### config.mk
export PLATFORM = sky130hd
export DESIGN_NAME = mxdec_top
export DESIGN_NICKNAME = d
export VERILOG_FILES = /design/src/mxdec_pkg.sv /design/src/mxdec_cfg_if.sv /design/src/mxdec_master.sv /design/src/mxdec_top.sv
export SDC_FILE = /design/constraint.sdc
export NUM_CORES = 1
export LEC_CHECK = 0
export BUFFER_PORTS_ARGS = -buffer_cell sky130_fd_sc_hd__buf_2
export CORE_MARGIN = 4
export CORE_UTILIZATION = 37
export DETAILED_ROUTE_END_ITERATION = 6
export GPL_TIMING_DRIVEN = 0
export HOLD_SLACK_MARGIN = 0.02
export PLACE_DENSITY = 0.61
export SETUP_SLACK_MARGIN = 0.15
export SYNTH_ARGS = -nofsm -noshare
export SYNTH_HDL_FRONTEND = slang
export SYNTH_HIERARCHICAL = 1
export SYNTH_SLANG_ARGS = --single-unit
### constraint.sdc
create_clock -name clk_i -period 8 [get_ports clk_i]
set_input_delay 0 -clock clk_i [delete_from_list [all_inputs] [get_ports clk_i]]
set_output_delay 0 -clock clk_i [all_outputs]
set_load 0.1 [all_outputs]
### src/mxdec_pkg.sv
// shared constants and types for the bus matrix address decoder
package mxdec_pkg;
   // ==========================================================
   // matrix shape
   localparam int NUM_MST   = 5;
   localparam int NUM_SLV   = 5;
   localparam int ADDR_W    = 32;
   // ==========================================================
   // first level: 256 MB areas on addr[31:28]
   localparam logic [3:0] AREA_INT    = 4'h0;
   localparam logic [3:0] AREA_EXT_LO = 4'h1;
   localparam logic [3:0] AREA_EXT_HI = 4'h8;
   localparam logic [3:0] AREA_PERIPH = 4'hF;
   // ==========================================================
   // second level: 1 MB regions on addr[27:20] inside area 0
   localparam logic [7:0] REG_BOOT  = 8'h00;
   localparam logic [7:0] REG_INSTR_TIGHT_MEM  = 8'h01;
   localparam logic [7:0] REG_DATA_TIGHT_MEM  = 8'h02;
   localparam logic [7:0] REG_SRAMC = 8'h03;
   localparam logic [7:0] REG_ROM   = 8'h04;
   localparam logic [7:0] REG_USBH  = 8'h05;
   localparam logic [7:0] REG_LCD   = 8'h06;
   // ==========================================================
   // slave numbers
   localparam logic [2:0] SLV_SRAM   = 3'h0;
   localparam logic [2:0] SLV_ROM    = 3'h1;
   localparam logic [2:0] SLV_DISP   = 3'h2;
   localparam logic [2:0] SLV_EXT    = 3'h3;
   localparam logic [2:0] SLV_PERIPH = 3'h4;
   localparam logic [2:0] SLV_NONE   = 3'h7;
   // ==========================================================
   // sram split: ten 16 KB blocks, two always in sram c
   localparam int         BLK_OFF_W   = 14;
   localparam logic [3:0] NUM_BLK     = 4'hA;
   localparam logic [3:0] PERM_C_BLK  = 4'h2;
   localparam logic [3:0] INSTR_TIGHT_MEM_TOP    = 4'h3;
   localparam logic [3:0] DATA_TIGHT_MEM_TOP    = 4'h7;
   localparam int         ROM_ADDR_W  = 15;
   localparam logic [1:0] TCM_RESET   = 2'h0;
   // ==========================================================
   // timing
   localparam logic [1:0] BOOT_SAMPLE = 2'h2;
   typedef enum logic [1:0] {
      MXDEC_IDLE = 2'b00,
      MXDEC_ERR1 = 2'b01,
      MXDEC_ERR2 = 2'b11
   } mxdec_err_t;
   // size code 0,1,2,3 means 0,16,32,64 KB
   function automatic logic [2:0] tcm_blocks(input logic [1:0] code);
      tcm_blocks = (code == 2'h3) ? 3'h4 : {1'b0, code};
   endfunction
endpackage

### src/mxdec_cfg_if.sv
// live split and alias settings handed to every master decoder
`timescale 1ns/10ps
`default_nettype none
interface mxdec_cfg_if;
   logic [2:0] instr_tight_mem_blk;
   logic [2:0] data_tight_mem_blk;
   logic [1:0] remap;
   logic       boot;
   modport ctrl(output instr_tight_mem_blk, output data_tight_mem_blk, output remap, output boot);
   modport dec(input instr_tight_mem_blk, input data_tight_mem_blk, input remap, input boot);
endinterface
`default_nettype wire

### src/mxdec_master.sv
// per-master two-level address decoder
`timescale 1ns/10ps
`default_nettype none
module mxdec_master import mxdec_pkg::*; #(
   parameter int MST = 0
) (
   // settings
   mxdec_cfg_if.dec          cfg,
   // request address
   input  wire logic [31:0]  addr_i,
   // decode result
   output logic [2:0]        slave_o,
   output logic [2:0]        cs_o,
   output logic [3:0]        blk_o,
   output logic              abort_o
);
   // ==========================================================
   // sram c: k-th highest block left free by the two tcms
   function automatic logic [3:0] c_block(input logic [3:0] idx, input logic [2:0] ni, input logic [2:0] nd);
      logic [3:0] r;
      logic [3:0] cnt;
      logic       used;
      r   = 4'h0;
      cnt = 4'h0;
      for (int b = 9; b >= 0; b--) begin
         used = (b <= 3 && b >= 4 - int'(ni)) || (b >= 4 && b <= 7 && b >= 8 - int'(nd));
         if (!used) begin
            if (cnt == idx) r = 4'(b);
            cnt = cnt + 4'h1;
         end
      end
      return r;
   endfunction

   logic [3:0] area;
   logic [7:0] region;
   logic [5:0] bidx;
   logic [3:0] nc;
   assign area   = addr_i[31:28];
   assign region = addr_i[27:20];
   assign bidx   = addr_i[19:14];
   // blocks 8 and 9 are never taken by a tcm
   assign nc     = NUM_BLK - {1'b0, cfg.instr_tight_mem_blk} - {1'b0, cfg.data_tight_mem_blk};

   // ==========================================================
   // decode
   always_comb begin
      slave_o = SLV_NONE;
      cs_o    = 3'h0;
      blk_o   = 4'h0;
      abort_o = 1'b1;
      if (area == AREA_INT) begin
         case (region)
            REG_BOOT: begin
               if (MST < 2 && cfg.remap[MST % 2]) begin
                  if (bidx < {2'h0, nc}) begin
                     slave_o = SLV_SRAM;
                     blk_o   = c_block(bidx[3:0], cfg.instr_tight_mem_blk, cfg.data_tight_mem_blk);
                     abort_o = 1'b0;
                  end
               end else if (cfg.boot) begin
                  if (addr_i[19:ROM_ADDR_W] == '0) begin
                     slave_o = SLV_ROM;
                     abort_o = 1'b0;
                  end
               end else begin
                  slave_o = SLV_EXT;
                  abort_o = 1'b0;
               end
            end
            REG_INSTR_TIGHT_MEM: begin
               if (bidx < {3'h0, cfg.instr_tight_mem_blk}) begin
                  slave_o = SLV_SRAM;
                  blk_o   = INSTR_TIGHT_MEM_TOP - bidx[3:0];
                  abort_o = 1'b0;
               end
            end
            REG_DATA_TIGHT_MEM: begin
               if (bidx < {3'h0, cfg.data_tight_mem_blk}) begin
                  slave_o = SLV_SRAM;
                  blk_o   = DATA_TIGHT_MEM_TOP - bidx[3:0];
                  abort_o = 1'b0;
               end
            end
            REG_SRAMC: begin
               if (bidx < {2'h0, nc}) begin
                  slave_o = SLV_SRAM;
                  blk_o   = c_block(bidx[3:0], cfg.instr_tight_mem_blk, cfg.data_tight_mem_blk);
                  abort_o = 1'b0;
               end
            end
            REG_ROM: begin
               if (addr_i[19:ROM_ADDR_W] == '0) begin
                  slave_o = SLV_ROM;
                  abort_o = 1'b0;
               end
            end
            REG_USBH, REG_LCD: begin
               slave_o = SLV_DISP;
               abort_o = 1'b0;
            end
            default: begin
               slave_o = SLV_NONE;
            end
         endcase
      end else if (area >= AREA_EXT_LO && area <= AREA_EXT_HI) begin
         slave_o = SLV_EXT;
         cs_o    = 3'(area - AREA_EXT_LO);
         abort_o = 1'b0;
      end else if (area == AREA_PERIPH) begin
         slave_o = SLV_PERIPH;
         abort_o = 1'b0;
      end
   end
endmodule
`default_nettype wire

### src/mxdec_top.sv
// bus matrix address decode, per-slave arbitration and sram split
`timescale 1ns/10ps
`default_nettype none
module mxdec_top import mxdec_pkg::*; (
   // clock and reset
   input  wire logic                        clk_i,
   input  wire logic                        rstn_i,
   // boot strap pin
   input  wire logic                        boot_select_i,
   // split, alias and arbitration settings
   input  wire logic [1:0]                  instr_tight_mem_size_i,
   input  wire logic [1:0]                  data_tight_mem_size_i,
   input  wire logic [1:0]                  remap_bit_i,
   input  wire logic [NUM_SLV-1:0]          arb_fixed_i,
   // master requests
   input  wire logic [NUM_MST-1:0]          req_i,
   input  wire logic [NUM_MST-1:0][31:0]    addr_i,
   // master answers
   output logic [NUM_MST-1:0]               ack_o,
   output logic [NUM_MST-1:0]               err_o,
   output logic [NUM_MST-1:0][2:0]          slave_o,
   // slave side
   output logic [NUM_SLV-1:0][NUM_MST-1:0]  grant_o,
   output logic [7:0]                       ext_cs_o,
   output logic [3:0]                       sram_blk_o,
   output logic [BLK_OFF_W-1:0]             sram_off_o,
   // status
   output logic                             boot_sel_o,
   output logic [3:0]                       sramc_blk_o
);

   // ==========================================================
   // boot strap capture
   logic       bs_meta_reg;
   logic       bs_sync_reg;
   logic       boot_reg;
   logic       boot_done_reg;
   logic [1:0] boot_cnt_reg;
   always_ff @(posedge clk_i or negedge rstn_i) begin
      if (!rstn_i) begin
         bs_meta_reg <= 1'b0;
         bs_sync_reg <= 1'b0;
      end else begin
         bs_meta_reg <= boot_select_i;
         bs_sync_reg <= bs_meta_reg;
      end
   end
   // pin can not load an async-reset flop, so take it once the sync has settled
   always_ff @(posedge clk_i or negedge rstn_i) begin
      if (!rstn_i) begin
         boot_cnt_reg  <= 2'h0;
         boot_done_reg <= 1'b0;
         boot_reg      <= 1'b0;
      end else if (!boot_done_reg) begin
         boot_cnt_reg <= boot_cnt_reg + 2'h1;
         if (boot_cnt_reg == BOOT_SAMPLE) begin
            boot_reg      <= bs_sync_reg;
            boot_done_reg <= 1'b1;
         end
      end
   end
   assign boot_sel_o = boot_reg;

   // ==========================================================
   // live settings, loaded only with the matrix quiet
   mxdec_err_t [NUM_MST-1:0] st_reg;
   logic [2:0]               instr_tight_mem_reg;
   logic [2:0]               data_tight_mem_reg;
   logic [1:0]               remap_reg;
   logic [3:0]               sramc_reg;
   logic                     busy;
   // steady traffic can hold off a settings change for good
   always_comb begin
      busy = |req_i;
      for (int m = 0; m < NUM_MST; m++) begin
         if (st_reg[m] != MXDEC_IDLE) busy = 1'b1;
      end
   end
   always_ff @(posedge clk_i or negedge rstn_i) begin
      if (!rstn_i) begin
         instr_tight_mem_reg  <= tcm_blocks(TCM_RESET);
         data_tight_mem_reg  <= tcm_blocks(TCM_RESET);
         remap_reg <= 2'h0;
         sramc_reg <= NUM_BLK;
      end else if (!busy && boot_done_reg) begin
         instr_tight_mem_reg  <= tcm_blocks(instr_tight_mem_size_i);
         data_tight_mem_reg  <= tcm_blocks(data_tight_mem_size_i);
         remap_reg <= remap_bit_i;
         sramc_reg <= NUM_BLK - {1'b0, tcm_blocks(instr_tight_mem_size_i)} - {1'b0, tcm_blocks(data_tight_mem_size_i)};
      end
   end
   assign sramc_blk_o = sramc_reg;

   mxdec_cfg_if cfg_if();
   assign cfg_if.instr_tight_mem_blk = instr_tight_mem_reg;
   assign cfg_if.data_tight_mem_blk = data_tight_mem_reg;
   assign cfg_if.remap    = remap_reg;
   assign cfg_if.boot     = boot_reg;

   // ==========================================================
   // one decoder per master
   logic [NUM_MST-1:0][2:0] dslave;
   logic [NUM_MST-1:0][2:0] dcs;
   logic [NUM_MST-1:0][3:0] dblk;
   logic [NUM_MST-1:0]      dabort;
   for (genvar m = 0; m < NUM_MST; m++) begin : g_dec
      mxdec_master #(.MST(m)) u_dec (
         .cfg     (cfg_if.dec),
         .addr_i  (addr_i[m]),
         .slave_o (dslave[m]),
         .cs_o    (dcs[m]),
         .blk_o   (dblk[m]),
         .abort_o (dabort[m])
      );
   end

   // ==========================================================
   // per-master abort response
   for (genvar m = 0; m < NUM_MST; m++) begin : g_err
      always_ff @(posedge clk_i or negedge rstn_i) begin
         if (!rstn_i) begin
            st_reg[m] <= MXDEC_IDLE;
         end else begin
            case (st_reg[m])
               MXDEC_IDLE: if (req_i[m] && dabort[m]) st_reg[m] <= MXDEC_ERR1;
               MXDEC_ERR1: st_reg[m] <= MXDEC_ERR2;
               MXDEC_ERR2: st_reg[m] <= MXDEC_IDLE;
               default:    st_reg[m] <= MXDEC_IDLE;
            endcase
         end
      end
      // both error states carry bit 0, so the output is the flop itself
      assign err_o[m] = st_reg[m][0];

   end

   // ==========================================================
   // one arbiter per slave
   function automatic logic [NUM_MST-1:0] pick(input logic [NUM_MST-1:0] rq, input logic [2:0] last,
                                               input logic fixed);
      logic [NUM_MST-1:0] g;
      int                 j;
      g = '0;
      for (int k = 1; k <= NUM_MST; k++) begin
         j = fixed ? (k - 1) : ((int'(last) + k) % NUM_MST);
         if (rq[j] && g == '0) g[j] = 1'b1;
      end
      return g;
   endfunction

   // round robin resumes after the master served last
   logic [NUM_SLV-1:0][NUM_MST-1:0] gnt_next;
   for (genvar s = 0; s < NUM_SLV; s++) begin : g_arb
      logic [NUM_MST-1:0] rq;
      logic [2:0]         last_reg;
      always_comb begin
         for (int m = 0; m < NUM_MST; m++) begin
            rq[m] = req_i[m] && !dabort[m] && st_reg[m] == MXDEC_IDLE && dslave[m] == 3'(s);
         end
      end
      assign gnt_next[s] = pick(rq, last_reg, arb_fixed_i[s]);
      always_ff @(posedge clk_i or negedge rstn_i) begin
         if (!rstn_i) begin
            last_reg <= 3'(NUM_MST - 1);
         end else begin
            for (int m = 0; m < NUM_MST; m++) begin
               if (gnt_next[s][m]) last_reg <= 3'(m);
            end
         end
      end
      always_ff @(posedge clk_i or negedge rstn_i) begin
         if (!rstn_i) grant_o[s] <= '0;
         else         grant_o[s] <= gnt_next[s];
      end

   end

   // ==========================================================
   // master answers and slave-side selects
   logic [NUM_MST-1:0]       ack_next;
   logic [7:0]               cs_next;
   logic [3:0]               blk_next;
   logic [BLK_OFF_W-1:0]     off_next;
   always_comb begin
      ack_next = '0;
      cs_next  = 8'h00;
      blk_next = sram_blk_o;
      off_next = sram_off_o;
      for (int m = 0; m < NUM_MST; m++) begin
         for (int s = 0; s < NUM_SLV; s++) begin
            if (gnt_next[s][m]) ack_next[m] = 1'b1;
         end
         // chip select lives one cycle with its grant, never held; sram block and offset keep their last value
         if (gnt_next[SLV_EXT][m]) cs_next = 8'h01 << dcs[m];
         if (gnt_next[SLV_SRAM][m]) begin
            blk_next = dblk[m];
            off_next = addr_i[m][BLK_OFF_W-1:0];
         end
      end
   end
   always_ff @(posedge clk_i or negedge rstn_i) begin
      if (!rstn_i) begin
         ack_o      <= '0;
         ext_cs_o   <= 8'h00;
         sram_blk_o <= 4'h0;
         sram_off_o <= '0;
      end else begin
         ack_o      <= ack_next;
         ext_cs_o   <= cs_next;
         sram_blk_o <= blk_next;
         sram_off_o <= off_next;
      end
   end
   always_ff @(posedge clk_i or negedge rstn_i) begin
      if (!rstn_i) begin
         slave_o <= {NUM_MST{SLV_NONE}};
      end else begin
         for (int m = 0; m < NUM_MST; m++) begin
            slave_o[m] <= ack_next[m] ? dslave[m] : SLV_NONE;
         end
      end
   end
endmodule
`default_nettype wire

==> summary.md, run 1 <==
| Metric | Value |
|---|---|
| All-Layer GR Usage | `25.2%` |
| WP data required | `8350 ps` |
| RSZ-0062 raised after global routing | `no` |
| Non-Filler Instances | `5137` |
| Max Fclk | `130 MHz` |
| Num ports | `260` |
| Layout area overhead | `19.8%` |
| Design Area, Final | `33300 sq um` |
| Internal Dissipation | `6.69 mW` |
| Simple-gate portion of the synthesized area | `28.7%` |
| Most frequent cells in the layout | `nand2_1, nor2_1, buf_2` |
| Util after Layout | `44.8%` |
| Total routed wirelength | `106000 um` |
| Core area | `74400 sq um` |
| Clk buf depth | `2` |
| P_leak | `14.1 nW` |
| PnR Total Power | `16.2 mW` |
| Routed Antenna Nets | `0` |
| Width of the die | `282 um` |
| Post-synthesis mux area share | `4.06%` |
| Worst min path class | `input port to flop` |
| Final Max Slew Viols | `17` |
| EDFF count, synth | `0` |
| Crit path top cell by count | `ha_1` |
| Critical Path AT | `8040 ps` |
| Crit. End Element | `flop` |
| Crit start category | `flop` |
| Post-DP HPWL | `81500 um` |
| Share of layout cells above drive strength 1 | `19.8%` |
| Kind of critical path | `flop to flop` |
| DRC viols | `4` |
| Sw Pwr | `9.53 mW` |
| Tcrit/Tclk final | `96.1%` |
| Drt pass-1 iters | `7` |
| Worst-margin pin slew | `1530 ps` |
| Synth Area in Compound Gates | `31.3%` |
| Post-place instance area | `30300 sq um` |
| Fin Hold WS | `15.7 ps` |
| GP Congestion | `0.938` |
| Row count | `100` |
| Wire per inst | `20.6 um` |
| PnR worst setup slack | `314 ps` |
| CP bufs+invs | `4` |
| Met2 Resource Use GR | `41.5%` |
| Cell Area, Synth | `27800 sq um` |
| Switching share of power | `58.7%` |
| Count of different cell masters after synthesis | `146` |
| Synth Instances | `3710` |
| Most used routing layer | `met2` |
| Synth warn | `6` |
| Top FF cell, synth | `dfrtp_1` |
| Max incr delay on CP | `1150 ps` |
| Die Ht | `282 um` |
| Filler instances | `7456` |
| Combinational family with the most area after synthesis | `compound AO/OA/AOI/OAI gates` |
| Reg clk slew, reported paths | `60 ps` |
| Violated checks | `design-rule violations, max-capacitance violations, max-slew violations` |
| Clock skew | `21.1 ps` |
| H-tree Lvls | `4` |
| Worst slew margin | `-2.58%` |
| Place WS | `-2180 ps` |
| Sequential Power Share | `6.2%` |
| Largest net degree at the start of global routing | `63` |
| Initial Utilization | `37.3%` |
| CP max stage cell | `a31oi_1` |
| Initial antenna violation count | `10` |
| Vias in the first global route | `28.9k` |
| Tmin final | `7690 ps` |
| Combinational Power Share | `88.7%` |
| # clock sinks | `114` |
| Max Cap Violations | `3` |
| Xor/xnor share of the synthesized area | `6.91%` |
| Leading cell type in the layout, fill and taps excluded | `nand2_1` |
| Post-synthesis sequential element count | `114` |
| Clk_lat worst skew | `480 ps` |
| Nets | `4605` |
| Largest register FFs | `25` |
| Largest delay share family, worst path | `simple AND/OR/NAND/NOR gates` |
| DR vias/cell | `6.08` |
| First-pass GRT wire length | `162000 um` |
| Post-synth ARST share | `100%` |
| Worst Path Max Fanout | `7` |
| Run status | `finished, violations left` |
| Final setup TNS | `0 ps` |
| Final Hold Viols | `0` |
| Initial DRC count | `2721` |
| Register area share after synthesis | `10.4%` |
| IR drop worst, VDD | `327 uV` |
| Vias | `31.2k` |
| IO buf count | `255` |
| Met3 Use GR | `2.94%` |
| Clock Power Share | `5.1%` |
| # setup viols final | `0` |
| Cell total after placement | `4935` |
| Avg Cell Area, Syn | `7.49 sq um` |
| Root buffer cell | `clkbuf_16` |
| Die area | `79600 sq um` |
| Pwr Density | `487 nW/um^2` |
| Cts bufs inserted | `17` |
| Adder-cell share of the synthesized area | `12.7%` |
| Met1 GRT Util | `33.8%` |
| Syn Nets | `4168` |
| Grt ovf | `0` |
| TritonCTS clock tree | `done` |
-- power by group through the flow --
stage / Clock, mW / Combinational, mW / Sequential, mW
3_5_place_dp: 0 / 13.2 / 1.01
4_1_cts: 0.842 / 13.6 / 0.998
3_3_place_gp: 0 / 13.1 / 1.01
6_report: 0.833 / 14.4 / 1.00
2_1_floorplan: 0 / 9.49 / 1.73
5_1_grt: 0.863 / 15.6 / 1.02
-- metal layers --
layer / part of all wire (%) / wire, um
met2: 45 / 47800
met4: 3.8 / 3980
met3: 7.1 / 7450
met5: 0.022 / 23
met1: 44 / 46400
-- worst paths after layout --
| check | depth (start not counted) | end | slack (ps) | startpoint |
|---|---|---|---|---|
| worst min register to register | 0 | bs_sync_reg | 360 | bs_meta_reg |
| worst max register to register | 25 | ext_cs_o[5] | 310 | cfg_if.data_tight_mem_blk[1] |
| min in group asynchronous | 2 | grant_o[4] | 60 | rstn_i |
| worst min-delay path | 4 | err_o[0] | 20 | addr_i[30] |
| max in group asynchronous | 3 | slave_o[11] | 7130 | rstn_i |
| worst max-delay path | 25 | ext_cs_o[5] | 310 | cfg_if.data_tight_mem_blk[1] |
-- cells in the mapped netlist (34+ instances only) --
master	instances	area share (%)
and3_1	41	0.92
nand2b_1	83	1.9
a211oi_1	64	1.7
nor4_1	42	0.95
nand2_1	314	4.2
or3_1	53	1.2
buf_2	39	0.70
a21o_1	48	1.3
or2_2	47	1.1
nor2b_1	55	1.2
o31ai_1	34	0.92
mux2i_1	79	2.8
and2_1	36	0.81
xnor2_1	95	3.0
nor3_1	116	2.1
clkbuf_1	77	1.0
o21a_1	34	0.92
inv_1	241	3.3
o211ai_1	48	1.3
nor2_1	313	4.2
xor2_1	39	1.2
o21ai_0	178	3.2
dfrtp_1	92	8.3
ha_1	273	12
a21oi_1	190	3.4
nand3_1	110	2.0
a31oi_1	60	1.4
nand4_1	34	0.76
-- tightest hold or removal path: cells and delay by family --
kind	cells	cell delay, ps
AOI/OAI and AO/OA	2	260
buffers and inverters	1	120
and+or+nand+nor	1	50
-- final cells by class --
cell class | count | area, sq um | area share (%)
multi-input combinational | 3186 | 24000 | 72.0
sequential | 114 | 2900 | 8.71
timing repair buffer | 418 | 2810 | 8.43
tap | 969 | 1210 | 3.64
inverter | 265 | 1010 | 3.04
buffer | 145 | 781 | 2.34
clock buffer | 20 | 457 | 1.37
clock inverter | 12 | 145 | 0.436
antenna | 8 | 20.0 | 0.0601
-- what timing repair did --
item | in CTS | in global routing
setup buffers | 34 | 43
resized for setup | 97 | 120
hold buffers | 82 | 0
pin swaps | 17 | 41
hold endpoints to repair | 128 | 0
cloned | 1 | 2
endpoints found under the setup margin | 86 | 76
-- cells by family (layout without fill, tap and decap cells) --
group | Yosys count | after routing
fa+ha+maj | 279 | 279
simple gates | 1465 | 1465
xor+xnor | 173 | 173
buf+inv | 410 | 860
compound gates | 1162 | 1162
other cells | 0 | 8
mux | 107 | 107
flops | 114 | 114
Power figures use the tool's default switching activity.
==> run 2: changes to the inputs <==
PLACE_DENSITY = 0.59   (was 0.61)
clock period = 9.7 ns   (was 8 ns; I/O delays follow)
==> summary.md, run 2 (synthesis results as in run 1) <==
| Metric | Value |
|---|---|
| Tmin final | `9270 ps (+1580 ps)` |
| Tcrit/Tclk final | `95.6% (-0.50 points)` |
| IR drop worst, VDD | `257 uV (-21%)` |
| Crit. End Element | `flop` |
| Crit start category | `flop` |
| Share of layout cells above drive strength 1 | `15.6% (-4.2 points)` |
| Worst Path Max Fanout | `19 (+12)` |
| Worst min path class | `input port to asynchronous set/reset pin` |
| Initial DRC count | `3075 (+13%)` |
| Wire per inst | `20.6 um (+0.26%)` |
| RSZ-0062 raised after global routing | `yes` |
| Total routed wirelength | `104000 um (-1.3%)` |
| Drt pass-1 iters | `6 (-1)` |
| # clock sinks | `114 (unchanged)` |
| All-Layer GR Usage | `25.1% (about the same)` |
| Largest net degree at the start of global routing | `88 (+40%)` |
| Crit path top cell by count | `ha_1` |
| TritonCTS clock tree | `done` |
| # setup viols final | `0 (unchanged)` |
| Worst-margin pin slew | `1510 ps (-22.2 ps)` |
| Most frequent cells in the layout | `nand2_1, nor2_1, buf_2` |
| Initial antenna violation count | `9 (-1)` |
| Fin Hold WS | `58.9 ps (+43.2 ps)` |
| Row count | `100 (unchanged)` |
| WP data required | `10060 ps (+1710 ps)` |
| CP max stage cell | `or4b_1` |
| Die area | `79600 sq um (unchanged)` |
| GP Congestion | `0.958 (+2.1%)` |
| Cell total after placement | `4936 (+0.020%)` |
| Max Fclk | `108 MHz (-17%)` |
| Run status | `finished, violations left` |
| Pwr Density | `398 nW/um^2 (-18%)` |
| Largest delay share family, worst path | `compound AO/OA/AOI/OAI gates` |
| Width of the die | `282 um (unchanged)` |
| Vias | `31.0k (-0.64%)` |
| Root buffer cell | `clkbuf_16` |
| P_leak | `13.4 nW (-4.6%)` |
| Clk_lat worst skew | `480 ps (about the same)` |
| R2r setup slk | `430 ps (+120 ps)` |
| Routed Antenna Nets | `0 (unchanged)` |
| Max Cap Violations | `1 (-2)` |
| DRC viols | `0 (-4)` |
| Post-DP HPWL | `82700 um (+1.4%)` |
| Vias in the first global route | `28.7k (-0.63%)` |
| Clk buf depth | `2 (unchanged)` |
| Grt ovf | `0 (unchanged)` |
| IO buf count | `255 (unchanged)` |
| Worst slew margin | `-1.09% (+1.5 points)` |
| H-tree Lvls | `4 (unchanged)` |
| Initial Utilization | `37.3% (unchanged)` |
| Die Ht | `282 um (unchanged)` |
| DR vias/cell | `6.14 (+0.95%)` |
| Final Hold Viols | `0 (unchanged)` |
| Violated checks | `max-capacitance violations, max-slew violations` |
| Final Max Slew Viols | `8 (-9)` |
| Leading cell type in the layout, fill and taps excluded | `nand2_1` |
| Non-Filler Instances | `5056 (-1.6%)` |
| First-pass GRT wire length | `161000 um (-0.25%)` |
| Num ports | `260 (unchanged)` |
| Reg clk slew, reported paths | `70 ps (about the same)` |
| Cts bufs inserted | `17 (unchanged)` |
| Clock skew | `12.4 ps (-8.70 ps)` |
| Core area | `74400 sq um (unchanged)` |
| CP bufs+invs | `5 (+1)` |
| Max incr delay on CP | `760 ps (-390 ps)` |
| Critical Path AT | `9630 ps (+1590 ps)` |
| Nets | `4527 (-1.7%)` |
| Largest register FFs | `25 (unchanged)` |
| Layout area overhead | `14.5%` |
| Kind of critical path | `flop to flop` |
## run 2: final timing paths
path	start	endpoint	depth (start not counted)
setup / recovery	cfg_if.instr_tight_mem_blk[1]	sram_off_o[11]	30
hold / removal	rstn_i	ext_cs_o[2]	3
setup reg to reg	cfg_if.instr_tight_mem_blk[1]	sram_off_o[11]	30
hold reg to reg	bs_meta_reg	bs_sync_reg	0
max in group asynchronous	rstn_i	g_arb[1].last_reg[2]	3
min in group clk_i	addr_i[30]	err_o[0]	4
## run 2: tightest hold or removal path, cell delays in order
cell           delay, ps
dlygate4sd3_1        550
buf_6                140
buf_12               200
## run 2: layout make-up
type,instances,area (sq um)
antenna,5,12.5
sequential,114,2900
clock buffer,18,429
clock inverter,14,133
buffer,145,676
timing repair buffer,340,2170
tap,969,1210
inverter,265,1000
multi-input combinational,3186,23300
fill,7548,42600
## run 2: routing by layer
layer,vias to the layer above,GRT usage (%),part of all wire [%]
met5,-,0,0.042
met4,10,8.98,3.4
met3,176,3.25,7.1
met2,1304,40.8,45
met1,14800,34.4,45
li1,14800,-,-
## run 2: timing repair
action | in CTS | in global routing
setup buffers | 0 | 0
resized for setup | 8 | 12
hold buffers | 83 | 0
endpoints found under the setup margin | 61 | 62
endpoints found under the hold margin | 123 | 0
gates cloned | 0 | 0
## run 2: power breakdown
group | switching (mW) | internal (mW) | total [mW]
Combinational | 7.19 | 4.02 | 11.2
Clock | 0.285 | 0.354 | 0.639
Sequential | 0.161 | 0.664 | 0.825
Total | 7.64 | 5.04 | 12.7
## run 2: per-stage QoR
step                setup TNS [ps]  util (%)  worst slack, ps  total power, mW  area (sq um)
floorplan                        0         -             2030             9.26         27800
global route                     0      42.8             72.2             13.7         31800
finish                           0      42.8              430             12.7         31800
global placement            -25020      40.7            -1040             11.7         30300
detailed placement          -10720      40.8             -776             11.7         30400
CTS                              0      42.7              186             12.5         31800
